`src/core/riru_pkg.sv`:
```
/*
 Constants shared by the reader interrupt request unit: register offsets,
 field positions and reset values. Assumes an 8-bit register port.
*/
// What this block does
// - Latch FIFO low-level flag in bit five.
// - Latch FIFO high-level flag in bit six.
// - Idle flag when command ends by itself.
// - Unknown command reverts idle, sets idle flag.
// - Host-started idle command sets no flag.
// - Transmit-done flag after last bit sent.
// - Receive-end flag at stream end, any validity.
// - Error flag on any listed fault.
// - Frame-start flag on SOF or subcarrier.
// - First flags: bit seven selects set/clear.
// - Second flags: bit seven selects set/clear.
// - Combined request: any enabled flag set.
// - Card-presence flag when card detected.
// - Five timer underflow flags, bits four-zero.
// - First enables gate first flags.
// - Enable bit five gates card-presence flag.
// - Enable bits four-zero gate timer flags.
// - First enable bit seven inverts pin.
// - Second enable bit seven: push-pull else open-drain.
// - Pin enable gates combined request to pin.
package riru_pkg;
   localparam logic [7:0] RIRU_OFS_FLAGS_FIRST = 8'h06;
   localparam logic [7:0] RIRU_OFS_FLAGS_SECOND = 8'h07;
   localparam logic [7:0] RIRU_OFS_EN_FIRST = 8'h08;
   localparam logic [7:0] RIRU_OFS_EN_SECOND = 8'h09;
   localparam int RIRU_BIT_SET = 7;
   localparam int RIRU_BIT_HIGH = 6;
   localparam int RIRU_BIT_LOW = 5;
   localparam int RIRU_BIT_IDLE = 4;
   localparam int RIRU_BIT_TX = 3;
   localparam int RIRU_BIT_RX = 2;
   localparam int RIRU_BIT_ERR = 1;
   localparam int RIRU_BIT_SOF = 0;
   localparam int RIRU_BIT_COMBINED = 6;
   localparam int RIRU_BIT_CARD = 5;
   localparam int RIRU_BIT_INVERT = 7;
   localparam int RIRU_BIT_PUSHPULL = 7;
   localparam int RIRU_BIT_PIN_GATE = 6;
   localparam logic [6:0] RIRU_FIRST_MASK = 7'h7F;
   localparam logic [5:0] RIRU_SECOND_MASK = 6'h3F;
   localparam logic [7:0] RIRU_RESET_VALUE = 8'h00;
   localparam logic [3:0] RIRU_CMD_IDLE = 4'h0;
   localparam logic [3:0] RIRU_CMD_LAST_KNOWN = 4'hD;
endpackage

```
`src/core/riru_top.sv`:
```
/*
 Reader interrupt request unit: sticky flags, enables, combined request and
 interrupt pin. Assumes event inputs synchronous to clk_i and a plain
 register port with read data one cycle after the read strobe.
*/
`timescale 1ns/10ps
module riru_top
   import riru_pkg::*;
(
   // Clock and reset
   input wire logic clk_i,
   input wire logic rst_i,
   // Register port
   input wire logic [7:0] reg_addr_i,
   input wire logic [7:0] reg_wdata_i,
   input wire logic reg_wr_i,
   input wire logic reg_rd_i,
   output logic [7:0] reg_rdata_o,
   // FIFO level status
   input wire logic fifo_low_level_status_i,
   input wire logic fifo_high_level_status_i,
   // Command sequencer
   input wire logic cmd_start_i,
   input wire logic [3:0] cmd_code_i,
   input wire logic cmd_done_i,
   output logic [3:0] active_cmd_o,
   // Transceiver events
   input wire logic tx_last_bit_i,
   input wire logic rx_stream_end_i,
   input wire logic buffer_write_fault_i,
   input wire logic buffer_overflow_fault_i,
   input wire logic framing_fault_i,
   input wire logic empty_send_fault_i,
   input wire logic integrity_fault_i,
   input wire logic sof_seen_i,
   input wire logic subcarrier_seen_i,
   // Card detection and timers
   input wire logic card_found_i,
   input wire logic [4:0] tmr_underflow_i,
   // Interrupt pin
   output logic irq_pin_o,
   output logic irq_pin_oe_o
);
   typedef struct packed {
      logic [7:0] en_first;
      logic [7:0] en_second;
      logic [7:0] rdata;
      logic low_prev;
      logic high_prev;
      logic combined;
      logic pin;
      logic pin_oe;
   } riru_top_s;
   riru_top_s state;
   riru_top_s next_state;

   logic [6:0] first_events;
   logic [5:0] second_events;
   logic [6:0] first_flags;
   logic [5:0] second_flags;
   logic idle_event;
   logic [3:0] active_cmd;
   logic wr_first;
   logic wr_second;
   logic any_fault;
   logic combined_now;
   logic pin_level;

   riru_cmd_watch u_cmd (
      .clk_i(clk_i),
      .rst_i(rst_i),
      .cmd_start_i(cmd_start_i),
      .cmd_code_i(cmd_code_i),
      .cmd_done_i(cmd_done_i),
      .active_cmd_o(active_cmd),
      .idle_event_o(idle_event)
   );

   always_comb begin
      any_fault = buffer_write_fault_i | buffer_overflow_fault_i | framing_fault_i
         | empty_send_fault_i | integrity_fault_i;
      first_events = '0;
      // Rising edges of the live levels, so a held level does not refight a clear.
      first_events[RIRU_BIT_LOW] = fifo_low_level_status_i & ~state.low_prev;
      first_events[RIRU_BIT_HIGH] = fifo_high_level_status_i & ~state.high_prev;
      first_events[RIRU_BIT_IDLE] = idle_event;
      first_events[RIRU_BIT_TX] = tx_last_bit_i;
      first_events[RIRU_BIT_RX] = rx_stream_end_i;
      first_events[RIRU_BIT_ERR] = any_fault;
      first_events[RIRU_BIT_SOF] = sof_seen_i | subcarrier_seen_i;
      second_events = {card_found_i, tmr_underflow_i};
      wr_first = reg_wr_i && reg_addr_i == RIRU_OFS_FLAGS_FIRST;
      wr_second = reg_wr_i && reg_addr_i == RIRU_OFS_FLAGS_SECOND;
   end

   riru_flag_bank #(
      .WIDTH(7)
   ) u_first (
      .clk_i(clk_i),
      .rst_i(rst_i),
      .event_i(first_events),
      .wr_i(wr_first),
      .set_mode_i(reg_wdata_i[RIRU_BIT_SET]),
      .wr_bits_i(reg_wdata_i[6:0] & RIRU_FIRST_MASK),
      .flags_o(first_flags)
   );

   riru_flag_bank #(
      .WIDTH(6)
   ) u_second (
      .clk_i(clk_i),
      .rst_i(rst_i),
      .event_i(second_events),
      .wr_i(wr_second),
      .set_mode_i(reg_wdata_i[RIRU_BIT_SET]),
      .wr_bits_i(reg_wdata_i[5:0] & RIRU_SECOND_MASK),
      .flags_o(second_flags)
   );

   always_comb begin
      next_state = state;
      next_state.low_prev = fifo_low_level_status_i;
      next_state.high_prev = fifo_high_level_status_i;
      combined_now = |(first_flags & state.en_first[6:0])
         | |(second_flags & state.en_second[5:0]);
      next_state.combined = combined_now;
      pin_level = (state.combined & state.en_second[RIRU_BIT_PIN_GATE])
         ^ state.en_first[RIRU_BIT_INVERT];
      next_state.pin = pin_level;
      // Open drain drives only the low level; high is left to the pull-up.
      next_state.pin_oe = state.en_second[RIRU_BIT_PUSHPULL] | ~pin_level;
      if (reg_wr_i && reg_addr_i == RIRU_OFS_EN_FIRST) begin
         next_state.en_first = reg_wdata_i;
      end
      if (reg_wr_i && reg_addr_i == RIRU_OFS_EN_SECOND) begin
         next_state.en_second = reg_wdata_i;
      end
      next_state.rdata = RIRU_RESET_VALUE;
      if (reg_rd_i) begin
         unique case (reg_addr_i)
            RIRU_OFS_FLAGS_FIRST: next_state.rdata = {1'b0, first_flags};
            RIRU_OFS_FLAGS_SECOND: next_state.rdata = {1'b0, state.combined, second_flags};
            RIRU_OFS_EN_FIRST: next_state.rdata = state.en_first;
            RIRU_OFS_EN_SECOND: next_state.rdata = state.en_second;
            default: next_state.rdata = RIRU_RESET_VALUE;
         endcase
      end
   end

   always_ff @(posedge clk_i or posedge rst_i) begin
      if (rst_i) begin
         state <= '0;
         state.pin_oe <= 1'b1;
      end else begin
         state <= next_state;
      end
   end

   assign reg_rdata_o = state.rdata;
   assign irq_pin_o = state.pin;
   assign irq_pin_oe_o = state.pin_oe;
   assign active_cmd_o = active_cmd;

   a_combined_follows: assert property (@(posedge clk_i) disable iff (rst_i)
      1'b1 |=> (state.combined == $past(|(first_flags & state.en_first[6:0])
         | |(second_flags & state.en_second[5:0]))))
      else $error("combined request wrong");
   a_pin_level: assert property (@(posedge clk_i) disable iff (rst_i)
      1'b1 |=> (irq_pin_o == $past((state.combined & state.en_second[6]) ^ state.en_first[7])))
      else $error("pin level wrong");
   // Pin and enable are registered from the drive select of the cycle before.
   a_open_drain_high: assert property (@(posedge clk_i) disable iff (rst_i)
      (!$past(state.en_second[7]) && irq_pin_o) |-> !irq_pin_oe_o)
      else $error("open drain drove high");
   a_low_latched: assert property (@(posedge clk_i) disable iff (rst_i)
      (fifo_low_level_status_i && !state.low_prev) |=> first_flags[5])
      else $error("low level flag missed");
   a_high_latched: assert property (@(posedge clk_i) disable iff (rst_i)
      (fifo_high_level_status_i && !state.high_prev) |=> first_flags[6])
      else $error("high level flag missed");
   a_fault_sets_err: assert property (@(posedge clk_i) disable iff (rst_i)
      any_fault |=> first_flags[1])
      else $error("fault did not set error flag");
   a_timer_flag: assert property (@(posedge clk_i) disable iff (rst_i)
      tmr_underflow_i[4] |=> second_flags[4])
      else $error("timer flag missed");
endmodule

```
`src/core/riru_flag_bank.sv`:
```
/*
 Sticky flag bank with a set/clear write port. Assumes event inputs are
 one-cycle pulses or levels synchronous to clk_i.
*/
`timescale 1ns/10ps
module riru_flag_bank
   import riru_pkg::*;
#(
   parameter int WIDTH = 7
) (
   // Clock and reset
   input wire logic clk_i,
   input wire logic rst_i,
   // Events and software access
   input wire logic [WIDTH-1:0] event_i,
   input wire logic wr_i,
   input wire logic set_mode_i,
   input wire logic [WIDTH-1:0] wr_bits_i,
   // Flags
   output logic [WIDTH-1:0] flags_o
);
   typedef struct packed {
      logic [WIDTH-1:0] flags;
   } riru_bank_s;
   riru_bank_s state;
   riru_bank_s next_state;

   // The set/clear write carries its mode in bit 7, so at most seven flags fit.
   if (WIDTH < 1 || WIDTH > 7) begin
      $error("riru_flag_bank: WIDTH out of range");
   end

   // A software clear never hides an event arriving in the same cycle.
   always_comb begin
      next_state = state;
      if (wr_i && set_mode_i) begin
         next_state.flags = state.flags | wr_bits_i;
      end else if (wr_i) begin
         next_state.flags = state.flags & ~wr_bits_i;
      end
      next_state.flags = next_state.flags | event_i;
   end

   always_ff @(posedge clk_i or posedge rst_i) begin
      if (rst_i) begin
         state <= '0;
      end else begin
         state <= next_state;
      end
   end

   assign flags_o = state.flags;

   a_event_sets_flag: assert property (@(posedge clk_i) disable iff (rst_i)
      (|event_i) |=> ((flags_o & $past(event_i)) == $past(event_i)))
      else $error("event did not set its flag");
   a_flag_holds: assert property (@(posedge clk_i) disable iff (rst_i)
      (!wr_i || set_mode_i) |=> ((flags_o & $past(flags_o)) == $past(flags_o)))
      else $error("flag dropped without clear");
endmodule

```
`src/core/riru_cmd_watch.sv`:
```
/*
 Watches the command register and raises the idle event. Assumes the
 command sequencer reports self termination with a one-cycle pulse.
*/
`timescale 1ns/10ps
module riru_cmd_watch
   import riru_pkg::*;
(
   // Clock and reset
   input wire logic clk_i,
   input wire logic rst_i,
   // Command side
   input wire logic cmd_start_i,
   input wire logic [3:0] cmd_code_i,
   input wire logic cmd_done_i,
   // Results
   output logic [3:0] active_cmd_o,
   output logic idle_event_o
);
   typedef struct packed {
      logic [3:0] active;
      logic idle_event;
   } riru_cmd_s;
   riru_cmd_s state;
   riru_cmd_s next_state;

   always_comb begin
      next_state = state;
      next_state.idle_event = 1'b0;
      if (cmd_start_i) begin
         if (cmd_code_i == RIRU_CMD_IDLE) begin
            next_state.active = RIRU_CMD_IDLE;
         end else if (cmd_code_i > RIRU_CMD_LAST_KNOWN) begin
            next_state.active = RIRU_CMD_IDLE;
            next_state.idle_event = 1'b1;
         end else begin
            next_state.active = cmd_code_i;
         end
      end else if (cmd_done_i && state.active != RIRU_CMD_IDLE) begin
         next_state.active = RIRU_CMD_IDLE;
         next_state.idle_event = 1'b1;
      end
   end

   always_ff @(posedge clk_i or posedge rst_i) begin
      if (rst_i) begin
         state <= '0;
      end else begin
         state <= next_state;
      end
   end

   assign active_cmd_o = state.active;
   assign idle_event_o = state.idle_event;

   a_host_idle_quiet: assert property (@(posedge clk_i) disable iff (rst_i)
      (cmd_start_i && cmd_code_i == RIRU_CMD_IDLE) |=> !idle_event_o)
      else $error("host idle start raised idle event");
   a_unknown_reverts: assert property (@(posedge clk_i) disable iff (rst_i)
      (cmd_start_i && cmd_code_i > RIRU_CMD_LAST_KNOWN)
      |=> (idle_event_o && active_cmd_o == RIRU_CMD_IDLE))
      else $error("unknown command not reverted");
endmodule

```
`config.mk`:
```
export PLATFORM = sky130hd
export DESIGN_NAME = riru_top
export DESIGN_NICKNAME = d
export VERILOG_FILES = /design/src/core/riru_pkg.sv /design/src/core/riru_top.sv /design/src/core/riru_flag_bank.sv /design/src/core/riru_cmd_watch.sv
export SDC_FILE = /design/constraint.sdc
export NUM_CORES = 1
export LEC_CHECK = 0
export BUFFER_PORTS_ARGS = -buffer_cell sky130_fd_sc_hd__buf_4
export CORE_AREA = 10 10 94 96
export CTS_CLUSTER_SIZE = 24
export DETAILED_ROUTE_END_ITERATION = 8
export DIE_AREA = 0 0 104 106
export REMOVE_ABC_BUFFERS = 1
export SYNTH_ARGS = -nofsm -noshare
export SYNTH_HDL_FRONTEND = slang
export SYNTH_SLANG_ARGS = --single-unit
```
`constraint.sdc`:
```
create_clock -name clk_i -period 2.2 [get_ports clk_i]
set_clock_uncertainty 0.05 [all_clocks]
set_input_delay 0 -clock clk_i [delete_from_list [all_inputs] [get_ports clk_i]]
set_output_delay 0 -clock clk_i [all_outputs]
set_load 0.02 [all_outputs]
```
==> flow_summary.toml, run 1 <==
[status]
status = "finished, final reports clean"

[worst_setup_path]
cp.depth = 4
slowest_delay_ns = 0.57
reg2reg_depth = 4
crit_family = "buffers and inverters"
critPathKind = "flip-flop to flip-flop"
cpMaxStageDelayCell = "dlygate4sd3_1"
cp.buffers_inverters = 2
crit_required_ns = 2.34
cp_common_cell = "dlygate4sd3_1"
crit_arrival_ns = 2.10
critPathLaunchType = "flip-flop"
cp-end-kind = "flip-flop"
crit_path_cell_trace = "nor3_1 -> dlygate4sd3_1 -> mux2i_1 -> dlygate4sd3_1"
worstPathMaxFanout = 3

[synth]
synth.area.top_cells = "dfrtp_1 48%, mux2i_1 9.2%, mux2_4 5.0%, mux2_2 3.7%, o22a_1 2.5%"
ys_seq_area_share_pct = 48.9
ys_types = 41
syn_area_per_cell_sq_um = 11.5
synthCells = 210
synth-seq-cells = 47
ys.flop_type = "dfrtp_1"
synth_area_sq_um = 2410
yosysWarnings = 0
synth_top_area_share_pct = 47.8
synth_largest_area_cell = "dfrtp_1"
async_flop_share_pct = 100
synth_edf_count = 0
synth_common_cells = "46 x dfrtp_1, 22 x mux2i_1, 13 x nand2_1"
synth.most_common_cell = "dfrtp_1"

[clock_network]
h-tree-depth = 2
cts_max_path_buffers = 2
cts_resized = 0
cts_buffers = 5
root_buffer = "clkbuf_8"
hold_buffers = 35
clkTransAtPathRegs_ns = 0.09
cts.sinks = 47
clkLatencyLatePin_ns = 0.30
cts_tree = "done"
cts_setup_buffers = 0

[layout]
drive_above_1_share_pct = 29.3
post-route-util_pct = 46.5
syn_to_final_growth_pct = 36.4
n_antenna_cell = 0
nets = 336
final_area_sq_um = 3280
fillers = 692

[min_path]
whs_path_depth = 4
hold_class = "primary input to flip-flop"

[timing]
finalHoldViolations = 0
fin_tns_setup_ns = 0
rsz0062_at_grt = "no"
worst_pin_slew_ns = 0.616
fmax_mhz = 510
slew_violations = 0
setup_viol = 0
slew_headroom_pct = 58.9
hold_ws_ns = 0.0289
period_share_pct = 89.1
finalCriticalPeriod_ns = 1.96

[power_and_ir_drop]
p_total_mw = 1.72
cellPowerDensity_nw_per_um2 = 523
p_leak_nw = 1.45
max-vdd-ir-drop_uv = 278

[floorplanning]
design.core.area_sq_um = 7060
row_count = 31
dieArea_sq_um = 11000
die_w_um = 104
start_util_pct = 34.1
pin_count = 57
die_h_um = 106

[drt]
drtAntennaViolNets = 0
met3WireLength_um = 311
vias_per_cell = 4.96
wire_per_inst_um = 16.7
routed.top_layer = "met4"
wl_um = 6560
vias = 1951
drc = 0
met1Wirelength_um = 3050
first_pass_iters = 4
met2WireLength_um = 3120
drt_iter0_markers = 74

[grt]
grt_pass1_wl_um = 10800
antenna_found_initial = 0
globalRouteOverflowTotal = 0
grt_util_all_layers_pct = 12.0
grt_max_degree = 48
grt_pass1_vias = 2120

[placed_design]
dpl.hpwl_um = 4720
gp_congestion = 0.811
detailed_place.area_sq_um = 2850
port_buffers = 56

[flow_run]
drv_cap = 0
flip-flops by register name (all words and copies together), names as in the netlist:
signal / flops
reg_rdata_o: 8
u_cmd.idle_event_o: 1
state: 19
u_first.flags_o: 7
irq_pin_o: 1
u_second.flags_o: 6
irq_pin_oe_o: 1
u_cmd.active_cmd_o: 4
worst register-to-register path, cell delays in order (launching register included):
cell	delay, ns
dfrtp_1	0.43
nor3_1	0.18
dlygate4sd3_1	0.57
mux2i_1	0.06
dlygate4sd3_1	0.56
through the flow:
stage / instances / setup WS, ns
after floorplan: 192 / 0.489
after global placement: 350 / 0.415
after detailed placement: 350 / 0.388
after CTS: 393 / 0.244
after global routing: 393 / 0.116
final: 393 / 0.241
cell type report:
cell class / count / area, sq um / share of cell area (%)
Clock buffer: 7 / 76.3 / 2.33
Clock inverter: 1 / 5.00 / 0.152
Inverter: 3 / 11.3 / 0.343
Multi-Input combinational cell: 142 / 1090 / 33.4
Sequential cell: 47 / 1180 / 35.9
Tap cell: 99 / 124 / 3.77
Timing Repair Buffer: 94 / 793 / 24.2
cell families after synthesis:
family,share of synthesized area (%)
and+or+nand+nor,16.2
DFF,48.9
muxes,17.9
AOI/OAI and AO/OA,11.1
buffers and inverters,5.56
xor gates and xnor gates,0.364
path summary, 6_finish.rpt:
| check | from | end | slack [ns] |
|---|---|---|---|
| setup / recovery | u_first.flags_o[0] | u_first.flags_o[0] | 0.24 |
| hold / removal | empty_send_fault_i | u_first.flags_o[1] | 0.03 |
| setup reg to reg | u_first.flags_o[0] | u_first.flags_o[0] | 0.24 |
| hold reg to reg | u_cmd.idle_event_o | u_first.flags_o[4] | 0.40 |
| max in group asynchronous | rst_i | state[13] | 1.31 |
| min in group asynchronous | rst_i | irq_pin_o | 0.37 |
layer usage:
| layer | up-vias | global-route usage (%) |
|---|---|---|
| met4 | 0 | 3.88 |
| li1 | 938 | - |
| met1 | 955 | 14.9 |
| met2 | 54 | 19.6 |
| met3 | 4 | 3.62 |
| met5 | - | 0 |
placed cells by master, fill, tap and decap left out, types with 4 or more instances in the layout:
cell type and count:
a21oi_1 4, a41oi_1 6, and2_1 4, buf_4 59
clkbuf_8 5, dfrtp_1 46, dlygate4sd3_1 35, mux2_2 8
mux2_4 8, mux2i_1 22, nand2_1 13, nand2b_1 6
nand3_1 6, nand4b_1 5, nor2_1 11, nor3_1 9
o21ai_0 4, o22a_1 7, o31ai_1 6
power breakdown:
part | switching, mW | internal (mW) | total (mW) | leakage [nW]
clock network | 0.281 | 0.224 | 0.504 | 0.0422
registers | 0.0221 | 0.897 | 0.919 | 0.570
logic | 0.133 | 0.160 | 0.292 | 0.835
total | 0.436 | 1.28 | 1.72 | 1.45
(Power assumes the default switching activity.)
==> inputs of run 2 (changes only) <==
HOLD_SLACK_MARGIN = 0.15   (was default)
==> run 2 against run 1 <==
Final area grew 7.1%. Utilization grew 3.3 points. Register-to-register slack lost 0.05 ns. Largest cell class unchanged. Critical endpoint is now u_first.flags_o[3]. Highest routed layer unchanged.
==> flow_summary.toml, run 2 (synthesized netlist as in run 1, its figures left out) <==
[timing]
slew_headroom_pct = 59.2
slew_violations = 0
finalCriticalPeriod_ns = 2.14
period_share_pct = 97.5
fin_ws_ns = 0.0555
rsz0062_at_grt = "no"
fmax_mhz = 466
finalHoldViolations = 0
setup_viol = 0
worst_pin_slew_ns = 0.611
fin_tns_setup_ns = 0

[drt]
first_pass_iters = 4
vias = 2098
vias_per_cell = 5.04
drt_iter0_markers = 71
drtAntennaViolNets = 0
wire_per_inst_um = 16.7
wl_um = 6940
drc = 0

[grt]
antenna_found_initial = 0
globalRouteOverflowTotal = 0
grt_pass1_wl_um = 11600
grt_util_all_layers_pct = 12.8
grt_pass1_vias = 2286
grt_max_degree = 48

[worst_setup_path]
crit_arrival_ns = 2.33
critPathKind = "primary input to flip-flop"
slowest_delay_ns = 0.59
crit_required_ns = 2.39
cp.buffers_inverters = 5
worstPathMaxFanout = 9
critPathLaunchType = "primary input"
cp_common_cell = "dlygate4sd3_1"
cpMaxStageDelayCell = "dlygate4sd3_1"
cp-end-kind = "flip-flop"
crit_path_cell_trace = "buf_4 -> dlygate4sd3_1 -> nor4_2 -> buf_4 -> a41oi_1 -> dlygate4sd3_1 -> nand2_1 -> dlygate4sd3_1"
crit_family = "buffers and inverters"

[floorplanning]
die_w_um = 104
start_util_pct = 34.1
die_h_um = 106
pin_count = 57
design.core.area_sq_um = 7060
row_count = 31
dieArea_sq_um = 11000

[clock_network]
clkTransAtPathRegs_ns = 0.09
cts_max_path_buffers = 2
cts_buffers = 5
root_buffer = "clkbuf_8"
cts.sinks = 47
clkLatencyLatePin_ns = 0.30
h-tree-depth = 2
cts_tree = "done"

[status]
status = "finished, final reports clean"

[min_path]
hold_class = "primary input to flip-flop"

[layout]
n_antenna_cell = 0
largest_register_ffs = 19
nets = 359
layout_commonest_cell = "buf_4"
most-common-layout-cells = "61 x buf_4, 53 x dlygate4sd3_1, 46 x dfrtp_1"
top_register = "state"
syn_to_final_growth_pct = 46.0
fillers = 680
drive_above_1_share_pct = 28.1

[placed_design]
place_ws_ns = 0.388
port_buffers = 56
dpl.hpwl_um = 4720
gp_congestion = 0.811

[flow_run]
drv_cap = 0

[power_and_ir_drop]
max-vdd-ir-drop_uv = 289
p_leak_nw = 1.54
cellPowerDensity_nw_per_um2 = 494
-- run 2: path summary, 6_finish.rpt --
kind                                    start            endpoint  slack, ns  cells past startpoint
max                             reg_addr_i[4]  u_first.flags_o[3]       0.06                      8
min                                  reg_wr_i  u_first.flags_o[4]       0.20                      4
max reg2reg                u_first.flags_o[1]  u_first.flags_o[1]       0.19                      4
min reg2reg                u_cmd.idle_event_o  u_first.flags_o[4]       0.40                      2
max in group asynchronous               rst_i           state[13]       1.32                      4
min in group asynchronous               rst_i           irq_pin_o       0.37                      4
-- run 2: per-layer routing --
metal  GRT usage (%)  up-vias  wire length, um
met5               0        -                0
met4            3.88        0               99
met3            3.62        8              416
met2            21.7       74             3420
li1                -      982                -
met1            15.4     1034             3000
-- run 2: report_power, final --
group	total, mW	switching (mW)	internal, mW
Combinational	0.310	0.136	0.174
Clock	0.506	0.283	0.224
Sequential	0.919	0.0224	0.897
Total	1.74	0.441	1.29
-- run 2: repair_timing --
action	CTS	global route
resized for setup	0	3
endpoints found under the setup margin	0	4
hold buffers	56	0
setup buffers	0	3
hold endpoints to repair	90	0
-- run 2: final cells by class --
class                           instances  area (sq um)  share of cell area [%]
Tap cell                               99           124                    3.53
Multi-Input combinational cell        142          1090                    31.2
Inverter                                3          11.3                   0.321
Timing Repair Buffer                  117          1020                    29.2
Clock inverter                          1          5.00                   0.142
Sequential cell                        47          1180                    33.5
Clock buffer                            7          76.3                    2.17
-- run 2: worst reg2reg max path: stages, from the launching register on --
cell and delay [ns]:
dfrtp_1 0.44, nor3_1 0.18, dlygate4sd3_1 0.58, mux2i_1 0.08, dlygate4sd3_1 0.56
-- run 2: per-stage QoR --
| step | instance area [sq um] | utilization [%] | cells | hold WS, ns | total power [mW] |
|---|---|---|---|---|---|
| 2_1_floorplan | 2280 | - | 192 | -0.0186 | 1.05 |
| 3_3_place_gp | 2850 | 40.4 | 350 | 0.0786 | 1.18 |
| 3_5_place_dp | 2850 | 40.4 | 350 | 0.0798 | 1.18 |
| 4_1_cts | 3490 | 49.5 | 414 | 0.159 | 1.75 |
| 5_1_grt | 3510 | 49.8 | 416 | 0.215 | 1.81 |
| 6_report | 3510 | 49.8 | 416 | 0.196 | 1.74 |
